`config.mk`:
```
export PLATFORM = sky130hd
export DESIGN_NAME = noload_status_cf_phase_select
export DESIGN_NICKNAME = d
export VERILOG_FILES = /design/src/hdl/noload_status_cf_phase_select.v /design/src/hdl/phase_term_sum.v
export VERILOG_INCLUDE_DIRS = /design/src /design/src/hdl
export SDC_FILE = /design/constraint.sdc
export NUM_CORES = 1
export LEC_CHECK = 0
export BUFFER_PORTS_ARGS = -buffer_cell sky130_fd_sc_hd__buf_4
export CAP_MARGIN = 0
export CORE_ASPECT_RATIO = 0.5
export CORE_MARGIN = 10
export CORE_UTILIZATION = 30
export DETAILED_ROUTE_END_ITERATION = 10
export MAX_ROUTING_LAYER = met4
export PLACE_DENSITY = 0.62
export SLEW_MARGIN = 20
export SYNTH_ARGS = -nofsm -noshare
export SYNTH_HDL_FRONTEND = slang
export SYNTH_SLANG_ARGS = --single-unit
```
`constraint.sdc`:
```
create_clock -name pclk -period 7.4 [get_ports pclk]
set_clock_uncertainty 0.05 [all_clocks]
set_input_delay 0.74 -clock pclk [delete_from_list [all_inputs] [get_ports pclk]]
set_output_delay 0.74 -clock pclk [all_outputs]
set_load 0.05 [all_outputs]
```
`src/hdl/noload_defs.vh`:
```
// Constants for the no-load status and pulse phase-select register bank.
// Assumes inclusion by bare name from the design files; definitions only.
`ifndef NOLOAD_DEFS_VH
`define NOLOAD_DEFS_VH

// Register byte addresses on the APB side.
`define ADDR_PHASE_EVENT_STATUS 16'hE600
`define ADDR_MAIN_INT_STATUS 16'hE604
`define ADDR_PHASE_NOLOAD_STATUS 16'hE608
`define ADDR_COMP_MODE_CONFIG 16'hE60C

// Field positions in phase_noload_status.
`define NL_TOTAL_LSB 0
`define NL_FUND_LSB 3
`define NL_APPARENT_LSB 6
`define NL_USED_BITS 9

// Field positions in main_interrupt_status.
`define MIS_TOTAL_BIT 0
`define MIS_FUND_BIT 1
`define MIS_APPARENT_BIT 2
`define MIS_USED_BITS 3

// Field positions in phase_event_status (over-current, over-voltage, sag).
`define PES_VALID_MASK 16'h7E38

// Field positions and reset value of computation_mode_config.
`define CMC_SEL1_LSB 0
`define CMC_SEL2_LSB 3
`define CMC_SEL3_LSB 6
`define CMC_ANGLE_LSB 9
`define CMC_USED_BITS 11
`define CMC_RESET 11'h1FF

// Angle-select codes.
`define ANGLE_V_TO_I 2'h0
`define ANGLE_V_TO_V 2'h1
`define ANGLE_I_TO_I 2'h2
`define ANGLE_NONE 2'h3

// Datapath widths.
`define POWER_W 24
`define SUM_W 26

`endif

```
`src/hdl/noload_status_cf_phase_select.v`:
```
// Register bank for per-phase no-load status, calibration pulse phase
// selection and angle-measurement selection, reached over APB.
// Assumes the metering datapath drives no-load levels and phase powers
// synchronous to pclk; pulse generation itself sits downstream.
//
// What this block does
// - Bits 2:0 show per-phase total no-load, live, for A, B, C.
// - Any total no-load bit rising also sets aggregate flag bit 0.
// - Without reactive measurement, total no-load uses active power only.
// - Bits 5:3 show per-phase fundamental no-load for A, B, C.
// - Any fundamental no-load bit rising also sets aggregate flag bit 1.
// - Without fundamental measurement, bits 5:3 always read zero.
// - Bits 8:6 show per-phase apparent no-load for A, B, C.
// - Any apparent no-load bit rising also sets aggregate flag bit 2.
// - Bits 15:9 of the no-load status register always read zero.
// - Config bits 2:0, reset all ones, pick phases for pulse output one.
// - Config bits 5:3, reset all ones, pick phases for pulse output two.
// - Config bits 8:6, reset all ones, pick phases for pulse output three.
// - All three bits set means the output uses the three-phase sum.
// - Angle code 00, the reset value, measures voltage-to-current angles.
// - Code 01 voltage pairs, 10 current pairs, 11 no angle measurement.
//
// The APB slave port was decided locally.
`timescale 1ns/10ps
`default_nettype none
`include "noload_defs.vh"

module noload_status_cf_phase_select #(
    parameter HAS_REACTIVE = 1,
    parameter HAS_FUNDAMENTAL = 1
) (
    // Clock and reset.
    input wire pclk,
    input wire presetn,
    // APB slave.
    input wire psel,
    input wire penable,
    input wire pwrite,
    input wire [15:0] paddr,
    input wire [31:0] pwdata,
    input wire [3:0] pstrb,
    output reg [31:0] prdata,
    output wire pready,
    output reg pslverr,
    // No-load levels from the metering datapath, one bit per phase.
    input wire [2:0] total_active_noload,
    input wire [2:0] total_reactive_noload,
    input wire [2:0] fund_active_noload,
    input wire [2:0] fund_reactive_noload,
    input wire [2:0] apparent_noload,
    // Phase event levels (over-current, over-voltage, sag fields).
    input wire [15:0] phase_event_in,
    // Per-phase powers feeding the calibration pulse outputs.
    input wire [`POWER_W-1:0] power_a,
    input wire [`POWER_W-1:0] power_b,
    input wire [`POWER_W-1:0] power_c,
    // Selected-phase sums for the three pulse generators.
    output wire [`SUM_W-1:0] calibration_pulse_out1_sum,
    output wire [`SUM_W-1:0] calibration_pulse_out2_sum,
    output wire [`SUM_W-1:0] calibration_pulse_out3_sum,
    // Angle-measurement mode enables.
    output reg angle_volt_curr_en,
    output reg angle_volt_pair_en,
    output reg angle_curr_pair_en
);

    // Address decode, used for both the read mux and the write strobes.
    function [2:0] reg_index;
        input [15:0] addr;
        begin
            case (addr)
                `ADDR_PHASE_EVENT_STATUS: reg_index = 3'h1;
                `ADDR_MAIN_INT_STATUS: reg_index = 3'h2;
                `ADDR_PHASE_NOLOAD_STATUS: reg_index = 3'h3;
                `ADDR_COMP_MODE_CONFIG: reg_index = 3'h4;
                default: reg_index = 3'h0;
            endcase
        end
    endfunction

    localparam IDX_NONE = 3'h0;
    localparam IDX_PES = 3'h1;
    localparam IDX_MIS = 3'h2;
    localparam IDX_PNL = 3'h3;
    localparam IDX_CMC = 3'h4;

    reg [15:0] phase_event_status_reg;
    reg [`NL_USED_BITS-1:0] phase_noload_status_reg;
    reg [`NL_USED_BITS-1:0] phase_noload_status_next;
    reg [`MIS_USED_BITS-1:0] main_interrupt_status_reg;
    reg [`MIS_USED_BITS-1:0] main_interrupt_status_next;
    reg [`CMC_USED_BITS-1:0] computation_mode_config_reg;
    reg [`CMC_USED_BITS-1:0] computation_mode_config_next;
    reg [31:0] read_value;

    wire [2:0] setup_index;
    wire [2:0] access_index;
    wire setup_phase;
    wire write_access;
    wire [2:0] total_noload_phase_bits;
    wire [2:0] fundamental_noload_phase_bits;
    wire [2:0] apparent_noload_phase_bits;
    wire [2:0] total_rise;
    wire [2:0] fund_rise;
    wire [2:0] apparent_rise;
    wire [2:0] pulse1_phase_select;
    wire [2:0] pulse2_phase_select;
    wire [2:0] pulse3_phase_select;
    wire [1:0] angle_measure_select;

    // The slave always finishes in one access cycle, so pready is constant.
    assign pready = 1'b1;
    assign setup_phase = psel & ~penable;
    assign setup_index = reg_index(paddr);
    assign access_index = reg_index(paddr);
    assign write_access = psel & penable & pwrite;

    // Total no-load needs both powers quiet, unless reactive is not measured.
    assign total_noload_phase_bits = (HAS_REACTIVE != 0) ?
        (total_active_noload & total_reactive_noload) : total_active_noload;
    // Fundamental no-load is forced low on variants that cannot measure it.
    assign fundamental_noload_phase_bits = (HAS_FUNDAMENTAL != 0) ?
        (fund_active_noload & fund_reactive_noload) : 3'h0;
    assign apparent_noload_phase_bits = apparent_noload;

    // Rising edges of the per-phase bits, seen in the same cycle they are stored.
    assign total_rise = total_noload_phase_bits &
        ~phase_noload_status_reg[`NL_TOTAL_LSB +: 3];
    assign fund_rise = fundamental_noload_phase_bits &
        ~phase_noload_status_reg[`NL_FUND_LSB +: 3];
    assign apparent_rise = apparent_noload_phase_bits &
        ~phase_noload_status_reg[`NL_APPARENT_LSB +: 3];

    // The per-phase status follows the datapath levels; the bus cannot write it.
    always @* begin
        phase_noload_status_next = phase_noload_status_reg;
        phase_noload_status_next[`NL_TOTAL_LSB +: 3] = total_noload_phase_bits;
        phase_noload_status_next[`NL_FUND_LSB +: 3] = fundamental_noload_phase_bits;
        phase_noload_status_next[`NL_APPARENT_LSB +: 3] = apparent_noload_phase_bits;
    end

    // Aggregate flags are sticky and cleared by writing one; a new set wins
    // over a clear in the same cycle so no event is ever lost.
    always @* begin
        main_interrupt_status_next = main_interrupt_status_reg;
        if (write_access && access_index == IDX_MIS && pstrb[0]) begin
            main_interrupt_status_next = main_interrupt_status_reg &
                ~pwdata[`MIS_USED_BITS-1:0];
        end
        if (|total_rise) begin
            main_interrupt_status_next[`MIS_TOTAL_BIT] = 1'b1;
        end
        if (|fund_rise) begin
            main_interrupt_status_next[`MIS_FUND_BIT] = 1'b1;
        end
        if (|apparent_rise) begin
            main_interrupt_status_next[`MIS_APPARENT_BIT] = 1'b1;
        end
    end

    // Configuration writes honour the two low byte lanes separately.
    always @* begin
        computation_mode_config_next = computation_mode_config_reg;
        if (write_access && access_index == IDX_CMC) begin
            if (pstrb[0]) begin
                computation_mode_config_next[7:0] = pwdata[7:0];
            end
            if (pstrb[1]) begin
                computation_mode_config_next[10:8] = pwdata[10:8];
            end
        end
    end

    // State registers; the config resets with every phase selected.
    always @(posedge pclk or negedge presetn) begin
        if (!presetn) begin
            phase_event_status_reg <= 16'h0000;
            phase_noload_status_reg <= {`NL_USED_BITS{1'b0}};
            main_interrupt_status_reg <= {`MIS_USED_BITS{1'b0}};
            computation_mode_config_reg <= `CMC_RESET;
        end else begin
            phase_event_status_reg <= phase_event_in & `PES_VALID_MASK;
            phase_noload_status_reg <= phase_noload_status_next;
            main_interrupt_status_reg <= main_interrupt_status_next;
            computation_mode_config_reg <= computation_mode_config_next;
        end
    end

    // Read mux; undefined and reserved bits read as zero.
    always @* begin
        read_value = 32'h00000000;
        case (setup_index)
            IDX_PES: read_value[15:0] = phase_event_status_reg;
            IDX_MIS: read_value[`MIS_USED_BITS-1:0] = main_interrupt_status_reg;
            IDX_PNL: read_value[`NL_USED_BITS-1:0] = phase_noload_status_reg;
            IDX_CMC: read_value[`CMC_USED_BITS-1:0] = computation_mode_config_reg;
            default: read_value = 32'h00000000;
        endcase
    end

    // Read data and error are captured in the setup cycle so they stand,
    // registered, through the whole access cycle.
    always @(posedge pclk or negedge presetn) begin
        if (!presetn) begin
            prdata <= 32'h00000000;
            pslverr <= 1'b0;
        end else if (setup_phase) begin
            prdata <= pwrite ? 32'h00000000 : read_value;
            pslverr <= (setup_index == IDX_NONE);
        end
    end

    // Field views of the configuration register.
    assign pulse1_phase_select = computation_mode_config_reg[`CMC_SEL1_LSB +: 3];
    assign pulse2_phase_select = computation_mode_config_reg[`CMC_SEL2_LSB +: 3];
    assign pulse3_phase_select = computation_mode_config_reg[`CMC_SEL3_LSB +: 3];
    assign angle_measure_select = computation_mode_config_reg[`CMC_ANGLE_LSB +: 2];

    // One summing stage per pulse output, each with its own phase selection.
    phase_term_sum u_sum1 (
        .pclk(pclk),
        .presetn(presetn),
        .phase_sel(pulse1_phase_select),
        .power_a(power_a),
        .power_b(power_b),
        .power_c(power_c),
        .term_sum(calibration_pulse_out1_sum)
    );

    phase_term_sum u_sum2 (
        .pclk(pclk),
        .presetn(presetn),
        .phase_sel(pulse2_phase_select),
        .power_a(power_a),
        .power_b(power_b),
        .power_c(power_c),
        .term_sum(calibration_pulse_out2_sum)
    );

    phase_term_sum u_sum3 (
        .pclk(pclk),
        .presetn(presetn),
        .phase_sel(pulse3_phase_select),
        .power_a(power_a),
        .power_b(power_b),
        .power_c(power_c),
        .term_sum(calibration_pulse_out3_sum)
    );

    // Angle mode enables are one-hot, or all low when measurement is off.
    always @(posedge pclk or negedge presetn) begin
        if (!presetn) begin
            angle_volt_curr_en <= 1'b1;
            angle_volt_pair_en <= 1'b0;
            angle_curr_pair_en <= 1'b0;
        end else begin
            case (angle_measure_select)
                `ANGLE_V_TO_I: begin
                    angle_volt_curr_en <= 1'b1;
                    angle_volt_pair_en <= 1'b0;
                    angle_curr_pair_en <= 1'b0;
                end
                `ANGLE_V_TO_V: begin
                    angle_volt_curr_en <= 1'b0;
                    angle_volt_pair_en <= 1'b1;
                    angle_curr_pair_en <= 1'b0;
                end
                `ANGLE_I_TO_I: begin
                    angle_volt_curr_en <= 1'b0;
                    angle_volt_pair_en <= 1'b0;
                    angle_curr_pair_en <= 1'b1;
                end
                default: begin
                    angle_volt_curr_en <= 1'b0;
                    angle_volt_pair_en <= 1'b0;
                    angle_curr_pair_en <= 1'b0;
                end
            endcase
        end
    end

endmodule
`default_nettype wire

```
`src/hdl/phase_term_sum.v`:
```
// Sums the per-phase power of the phases selected for one calibration pulse output.
// Assumes power words are signed and synchronous to pclk.
`timescale 1ns/10ps
`default_nettype none
`include "noload_defs.vh"

module phase_term_sum (
    // Clock and reset.
    input wire pclk,
    input wire presetn,
    // Selection and phase powers.
    input wire [2:0] phase_sel,
    input wire [`POWER_W-1:0] power_a,
    input wire [`POWER_W-1:0] power_b,
    input wire [`POWER_W-1:0] power_c,
    // Registered sum.
    output reg [`SUM_W-1:0] term_sum
);

    wire [`SUM_W-1:0] ext_a;
    wire [`SUM_W-1:0] ext_b;
    wire [`SUM_W-1:0] ext_c;
    wire [`SUM_W-1:0] term_next;

    // Sign extension leaves two guard bits so a three-phase sum cannot wrap.
    assign ext_a = phase_sel[0] ? {{2{power_a[`POWER_W-1]}}, power_a} : {`SUM_W{1'b0}};
    assign ext_b = phase_sel[1] ? {{2{power_b[`POWER_W-1]}}, power_b} : {`SUM_W{1'b0}};
    assign ext_c = phase_sel[2] ? {{2{power_c[`POWER_W-1]}}, power_c} : {`SUM_W{1'b0}};
    // All three selected gives the full three-phase sum.
    assign term_next = ext_a + ext_b + ext_c;

    // Register the sum for the pulse generator.
    always @(posedge pclk or negedge presetn) begin
        if (!presetn) begin
            term_sum <= {`SUM_W{1'b0}};
        end else begin
            term_sum <= term_next;
        end
    end

endmodule
`default_nettype wire

```
* Yosys cells after proc, flatten, opt, wreduce, memory -nomap -nowiden *
Index checks and enable logic that the tools add are counted.

word-level totals
  output and inout bits = 115
  register bits = 146
  input bits = 160

cells by class
  equal/unequal tests = 10
  bitwise gates (word level) = 14
  add/sub/neg operators = 6
  mux-type cells = 22
  reductions and logical operators = 13

operators with widths
  operator                                       number
  two-way mux 26 bit                             9
  adder 26 bit                                   6
  == test 16 bit, second input constant          4
  AND 3 bit                                      6
  case mux 6 bit (3 select lines)                1
  two-way mux 16 bit                             1
  NOT 3 bit                                      4
  case mux 3 bit (4 select lines)                1
  case mux 3 bit (3 select lines)                1
  OR reduction 3 bit                             3
  == test 3 x 2 -> 1 bit, second input constant  2
  two-way mux 1 bit                              6
  nonzero test 2 bit                             3
  two-way mux 4 bit                              1
  case mux 2 bit (2 select lines)                1
  AND reduction 2 bit                            2
  AND 1 bit                                      3
  == test 3 x 1 -> 1 bit, second input constant  1
  == test 3 bit, second input constant           1
  logical AND 1 bit                              3
  logical NOT 3 bit                              1
  two-way mux 3 bit                              1
  == test 2 x 1 -> 1 bit, second input constant  1
  == test 2 bit, second input constant           1
  2 further kinds                                2

* Depth between registers and ports, before layout *
  word-level depth = 7
  depth in mapped cells = 15

* Cells and area by module *
Synthesis repeated with hierarchy kept, for this count alone.

second synthesis, totals
  cells, all modules = 1201
  area, all modules = 10714.0 um^2

by module, submodules not included
  module                         instances  area an instance (um^2)  seq. area each (um^2)  cells each
  phase_term_sum (u_sum2)        1          2864.0                   650.6                  336
  phase_term_sum (u_sum3)        1          2840.2                   650.6                  340
  phase_term_sum (u_sum1)        1          2753.9                   650.6                  328
  noload_status_cf_phase_select  1          2255.9                   1288.7                 197

* Worst setup path after synthesis *
No wires, ideal clock.

  path kind = reg2reg
  start point = register computation_mode_config_reg[5]
  end point = register u_sum2.term_sum[23]
  arrival time = 3651 ps
  stages on the path, launching flop included = 16
  data required time = 7270 ps
  setup slack = 3619 ps
  path buffers = 2
  path through = dfstp_2 clkbuf_1 clkbuf_1 nand2_1 fa_1 inv_1 ha_1 fa_1 a21oi_1 o21bai_1 a2111oi_4 o2111ai_1 a21boi_2 o21ai_2 a21boi_2 xnor2_1

on the way
  longest elaborated chain between the ends = 2

RTL lines
  element                   line                                 source
  start, declared           noload_status_cf_phase_select.v:92   reg [`CMC_USED_BITS-1:0] computation_mode_config_reg;
  start signal, assigned    noload_status_cf_phase_select.v:180  computation_mode_config_reg <= `CMC_RESET;
  start signal, assigned    noload_status_cf_phase_select.v:185  computation_mode_config_reg <= computation_mode_config_next;
  two-way mux 26 bit        phase_term_sum.v:28                  assign ext_c = phase_sel[2] ? {{2{power_c[`POWER_W-1]}}, power_c} : {`SUM_W{1'b0}};
  adder 26 bit              phase_term_sum.v:30                  assign term_next = ext_a + ext_b + ext_c;
  via u_sum2.term_next[23]  phase_term_sum.v:23                  wire [`SUM_W-1:0] term_next;
  end signal, assigned      phase_term_sum.v:35                  term_sum <= {`SUM_W{1'b0}};
  end signal, assigned      phase_term_sum.v:37                  term_sum <= term_next;
  end, declared             phase_term_sum.v:17                  output reg [`SUM_W-1:0] term_sum

The timed path passes the listed nets, and every way through them passes these cells.
A chain may end at the register's enable or synchronous reset.

* Final worst setup path *
  start point = register computation_mode_config_reg[6]
  end point = register u_sum3.term_sum[21]

on the way
  longest elaborated chain between the ends = 3

RTL lines
  element                    line                 source
  two-way mux 26 bit         phase_term_sum.v:26  assign ext_a = phase_sel[0] ? {{2{power_a[`POWER_W-1]}}, power_a} : {`SUM_W{1'b0}};
  adder 26 bit (2 in a row)  phase_term_sum.v:30
  via u_sum3.term_next[21]   phase_term_sum.v:23
  end signal, assigned       phase_term_sum.v:35
  end signal, assigned       phase_term_sum.v:37
  end, declared              phase_term_sum.v:17

The timed path passes the listed nets, and every way through them passes these cells.

==> metrics <==
post-synthesis adder-cell area fraction 0.230; Worst Path Required 7.66 ns; ys flop type dfrtp_1; Die ar. 43200 sq um; mux share of post-synthesis cell area 0.0219; Sequential Power Share 0.423; Max-Cap Viols 0; IO Port Bufs approximately 230; Startpoint Class flip-flop; Comb pwr share 0.072; GRT Max-Usage Layer met2; row count 48; CTS Buf Count 17; Hold WS 0.183 ns; Reg2Reg Depth 13; final hold vios 0; max-slew violations 0; critical path class reg2reg; Synth area leaders dfrtp_1 28%, fa_1 14%, nand2_1 9.1%; Max VDD drop about 0.13 mV; worst-path maximum fanout 26; layout cell share with drive strength beyond 1 0.217; Skew-Pair Late Insertion Delay 0.44 ns; Synth Area in Simple Gates 0.159; TritonCTS clock tree done; Switching Share 0.250; vias in the first global route 9024; grt met1 use 0.156; compound-cell area share of the yosys netlist 0.142; Int Pwr 1260 uW; largest net degree at the start of global routing 75; Least-Margin Pin Slew between 0.9 and 1 ns; vias per cell 4.70; per-cell routed wire length 16.6 um; P&R area growth vs syn 25.5%; most common cell after layout, fill and taps aside nand2_1; Final Cycle Share 0.569; Initial Util 0.304; drt first pass iters 5; Post-synth EDFFs 0; final setup vio count 0; CTS root buffer clkbuf_16; setup TNS 0 ns; Hold Buf Count CTS 0; unrepaired setup endpoints after global routing no; Starting DRT DRC Count 482; GRT met2 Usage 0.271; I/O Pins 275; biggest regs u_sum1.term_sum (26), u_sum2.term_sum (26), u_sum3.term_sum (26); fmax ~240 MHz; antenna violations before repair 0; Yosys top cell by area dfrtp_1; leakage 0.00711 uW; Seq cells post-synth about 130; xor/xnor share of the synthesized area 0.0511; main combinational cell family by area after synthesis adder cells; dpl hpwl 25.2 mm; Setup Buffers After CTS 0; GRT Total Usage 0.147; post-synthesis sequential area ratio 0.310; Placement Setup Slack 3.21 ns; R2R setup slack between 3 and 4 ns; Final WS setup 3.19 ns; Post-CTS Resized 0; met3 Use GR 0.0338; first-pass GRT wire length 48.5 mm; Switch Pwr approximately 420 uW; Routed WL 31.0 mm; Placer Congestion 0.880; die width 284 um; pwr dens 128 nW/um^2; area share of the largest cell type after synthesis 0.285; Nets 1685; FF-to-FF End u_sum3.term_sum[21]; YS warnings 0; routed via count 8765; Max-slew headroom 0.374; DRC 0; Core Region 34400 sq um; CTS sink cnt approximately 130; asr flop ratio synth 1.00; Synth Cell Area between 10000 and 15000 sq um; Critical Path End Type flip-flop; worst path arrival time 4.47 ns; Syn Inst Count 1173; minimum clock period 4.21 ns; worst min path class in2async; status complete, no violations; Mean Syn Cell Area 8.92 sq um; DIE HEIGHT roughly 150 um; Final ANT Viol Nets 0; total power 1690 uW; Clock Tree Buf Depth 2; GRT overflow 0; Clock power frac 0.505; Clock transition at path regs 0.06 ns; diode count 0; Final Util 0.382; Synth cell types 65; Reg2Reg Launch Point computation_mode_config_reg[6]; most frequent cells in the layout 255 x nand2_1, 226 x buf_4, 165 x inv_1, 119 x dfrtp_1, 75 x fa_1; H-Tree Depth 4
-- worst max-delay path by stage --
stage	from	to	cells past startpoint
3_5_place_dp	computation_mode_config_reg[3]	u_sum2.term_sum[23]	13
2_1_floorplan	computation_mode_config_reg[5]	u_sum2.term_sum[23]	15
6_report	computation_mode_config_reg[6]	u_sum3.term_sum[21]	13
5_1_grt	computation_mode_config_reg[6]	u_sum3.term_sum[21]	13
4_1_cts	computation_mode_config_reg[3]	u_sum2.term_sum[23]	13
3_3_place_gp	computation_mode_config_reg[3]	u_sum2.term_sum[23]	13
-- routing by layer --
layer  up-vias  part of all wire  wire [um]
met1      4358              0.39      12100
met3        36             0.039       1220
met2       186              0.55      17100
li1       4185                 -          -
met5         -                 0          0
met4         0             0.019        580
-- layout make-up --
| class | count | area (sq um) |
|---|---|---|
| Tap cell | 475 | 594 |
| Timing Repair Buffer | 227 | 1710 |
| Sequential cell | 129 | 3240 |
| Clock inverter | 13 | 153 |
| Fill cell | 3544 | 21300 |
| Multi-Input combinational cell | 838 | 6380 |
| Inverter | 165 | 619 |
| Clock buffer | 19 | 433 |
-- kinds of logic after synthesis --
group                      count (synthesis)
AOI/OAI and AO/OA                        215
adders and majority gates                147
muxes                                     21
and+or+nand+nor                          376
other                                      2
buffers and inverters                    222
DFF                                      129
xor gates and xnor gates                  61
-- metrics by stage --
stage          instance area, sq um  cells
2_1_floorplan                 10500   1189
3_3_place_gp                  12500   1834
3_5_place_dp                  12500   1834
4_1_cts                       13100   1866
5_1_grt                       13100   1866
6_report                      13100   1866
-- power groups by stage --
stage                     Combinational, uW  Clock, uW  Sequential [uW]
final                                   122        852              713
after global placement                  123          0              725
after floorplan                        40.8          0              725
after global routing                    131        909              713
after detailed placement                123          0              725
after CTS                               124        872              713
-- cell usage after synthesis, drive strengths merged (2+ instances only) --
cell	n
fa	75
o21a	6
a22o	17
a221o	2
a21oi	59
a211oi	4
nor4b	2
xnor2	39
and3	5
o21bai	9
o211ai	4
nand2b	8
dfrtp	119
o31ai	9
clkbuf	36
nor3	8
conb	2
a21o	31
inv	165
nand4	12
nand2	255
mux2	15
dfstp	10
nand4b	3
buf	21
nor2	30
o21ai	40
a41oi	2
mux2i	6
and2	16
nor2b	12
a21boi	5
nand3	15
a31oi	5
o22ai	4
o2111ai	3
xor2	22
nor4	4
ha	72
or2	4
a211o	4
-- worst max-delay path, stage by stage (launching register included) --
cell and delay (ns):
dfstp_2 0.89, nand2_1 0.16, fa_1 0.55, inv_1 0.04
ha_1 0.22, fa_1 0.41, a21o_1 0.20, a21oi_1 0.21
o21bai_1 0.12, a41o_1 0.30, a21oi_1 0.31, o2bb2ai_1 0.22
o21ai_0 0.21, xor2_1 0.18
(Power assumes the default switching activity.)
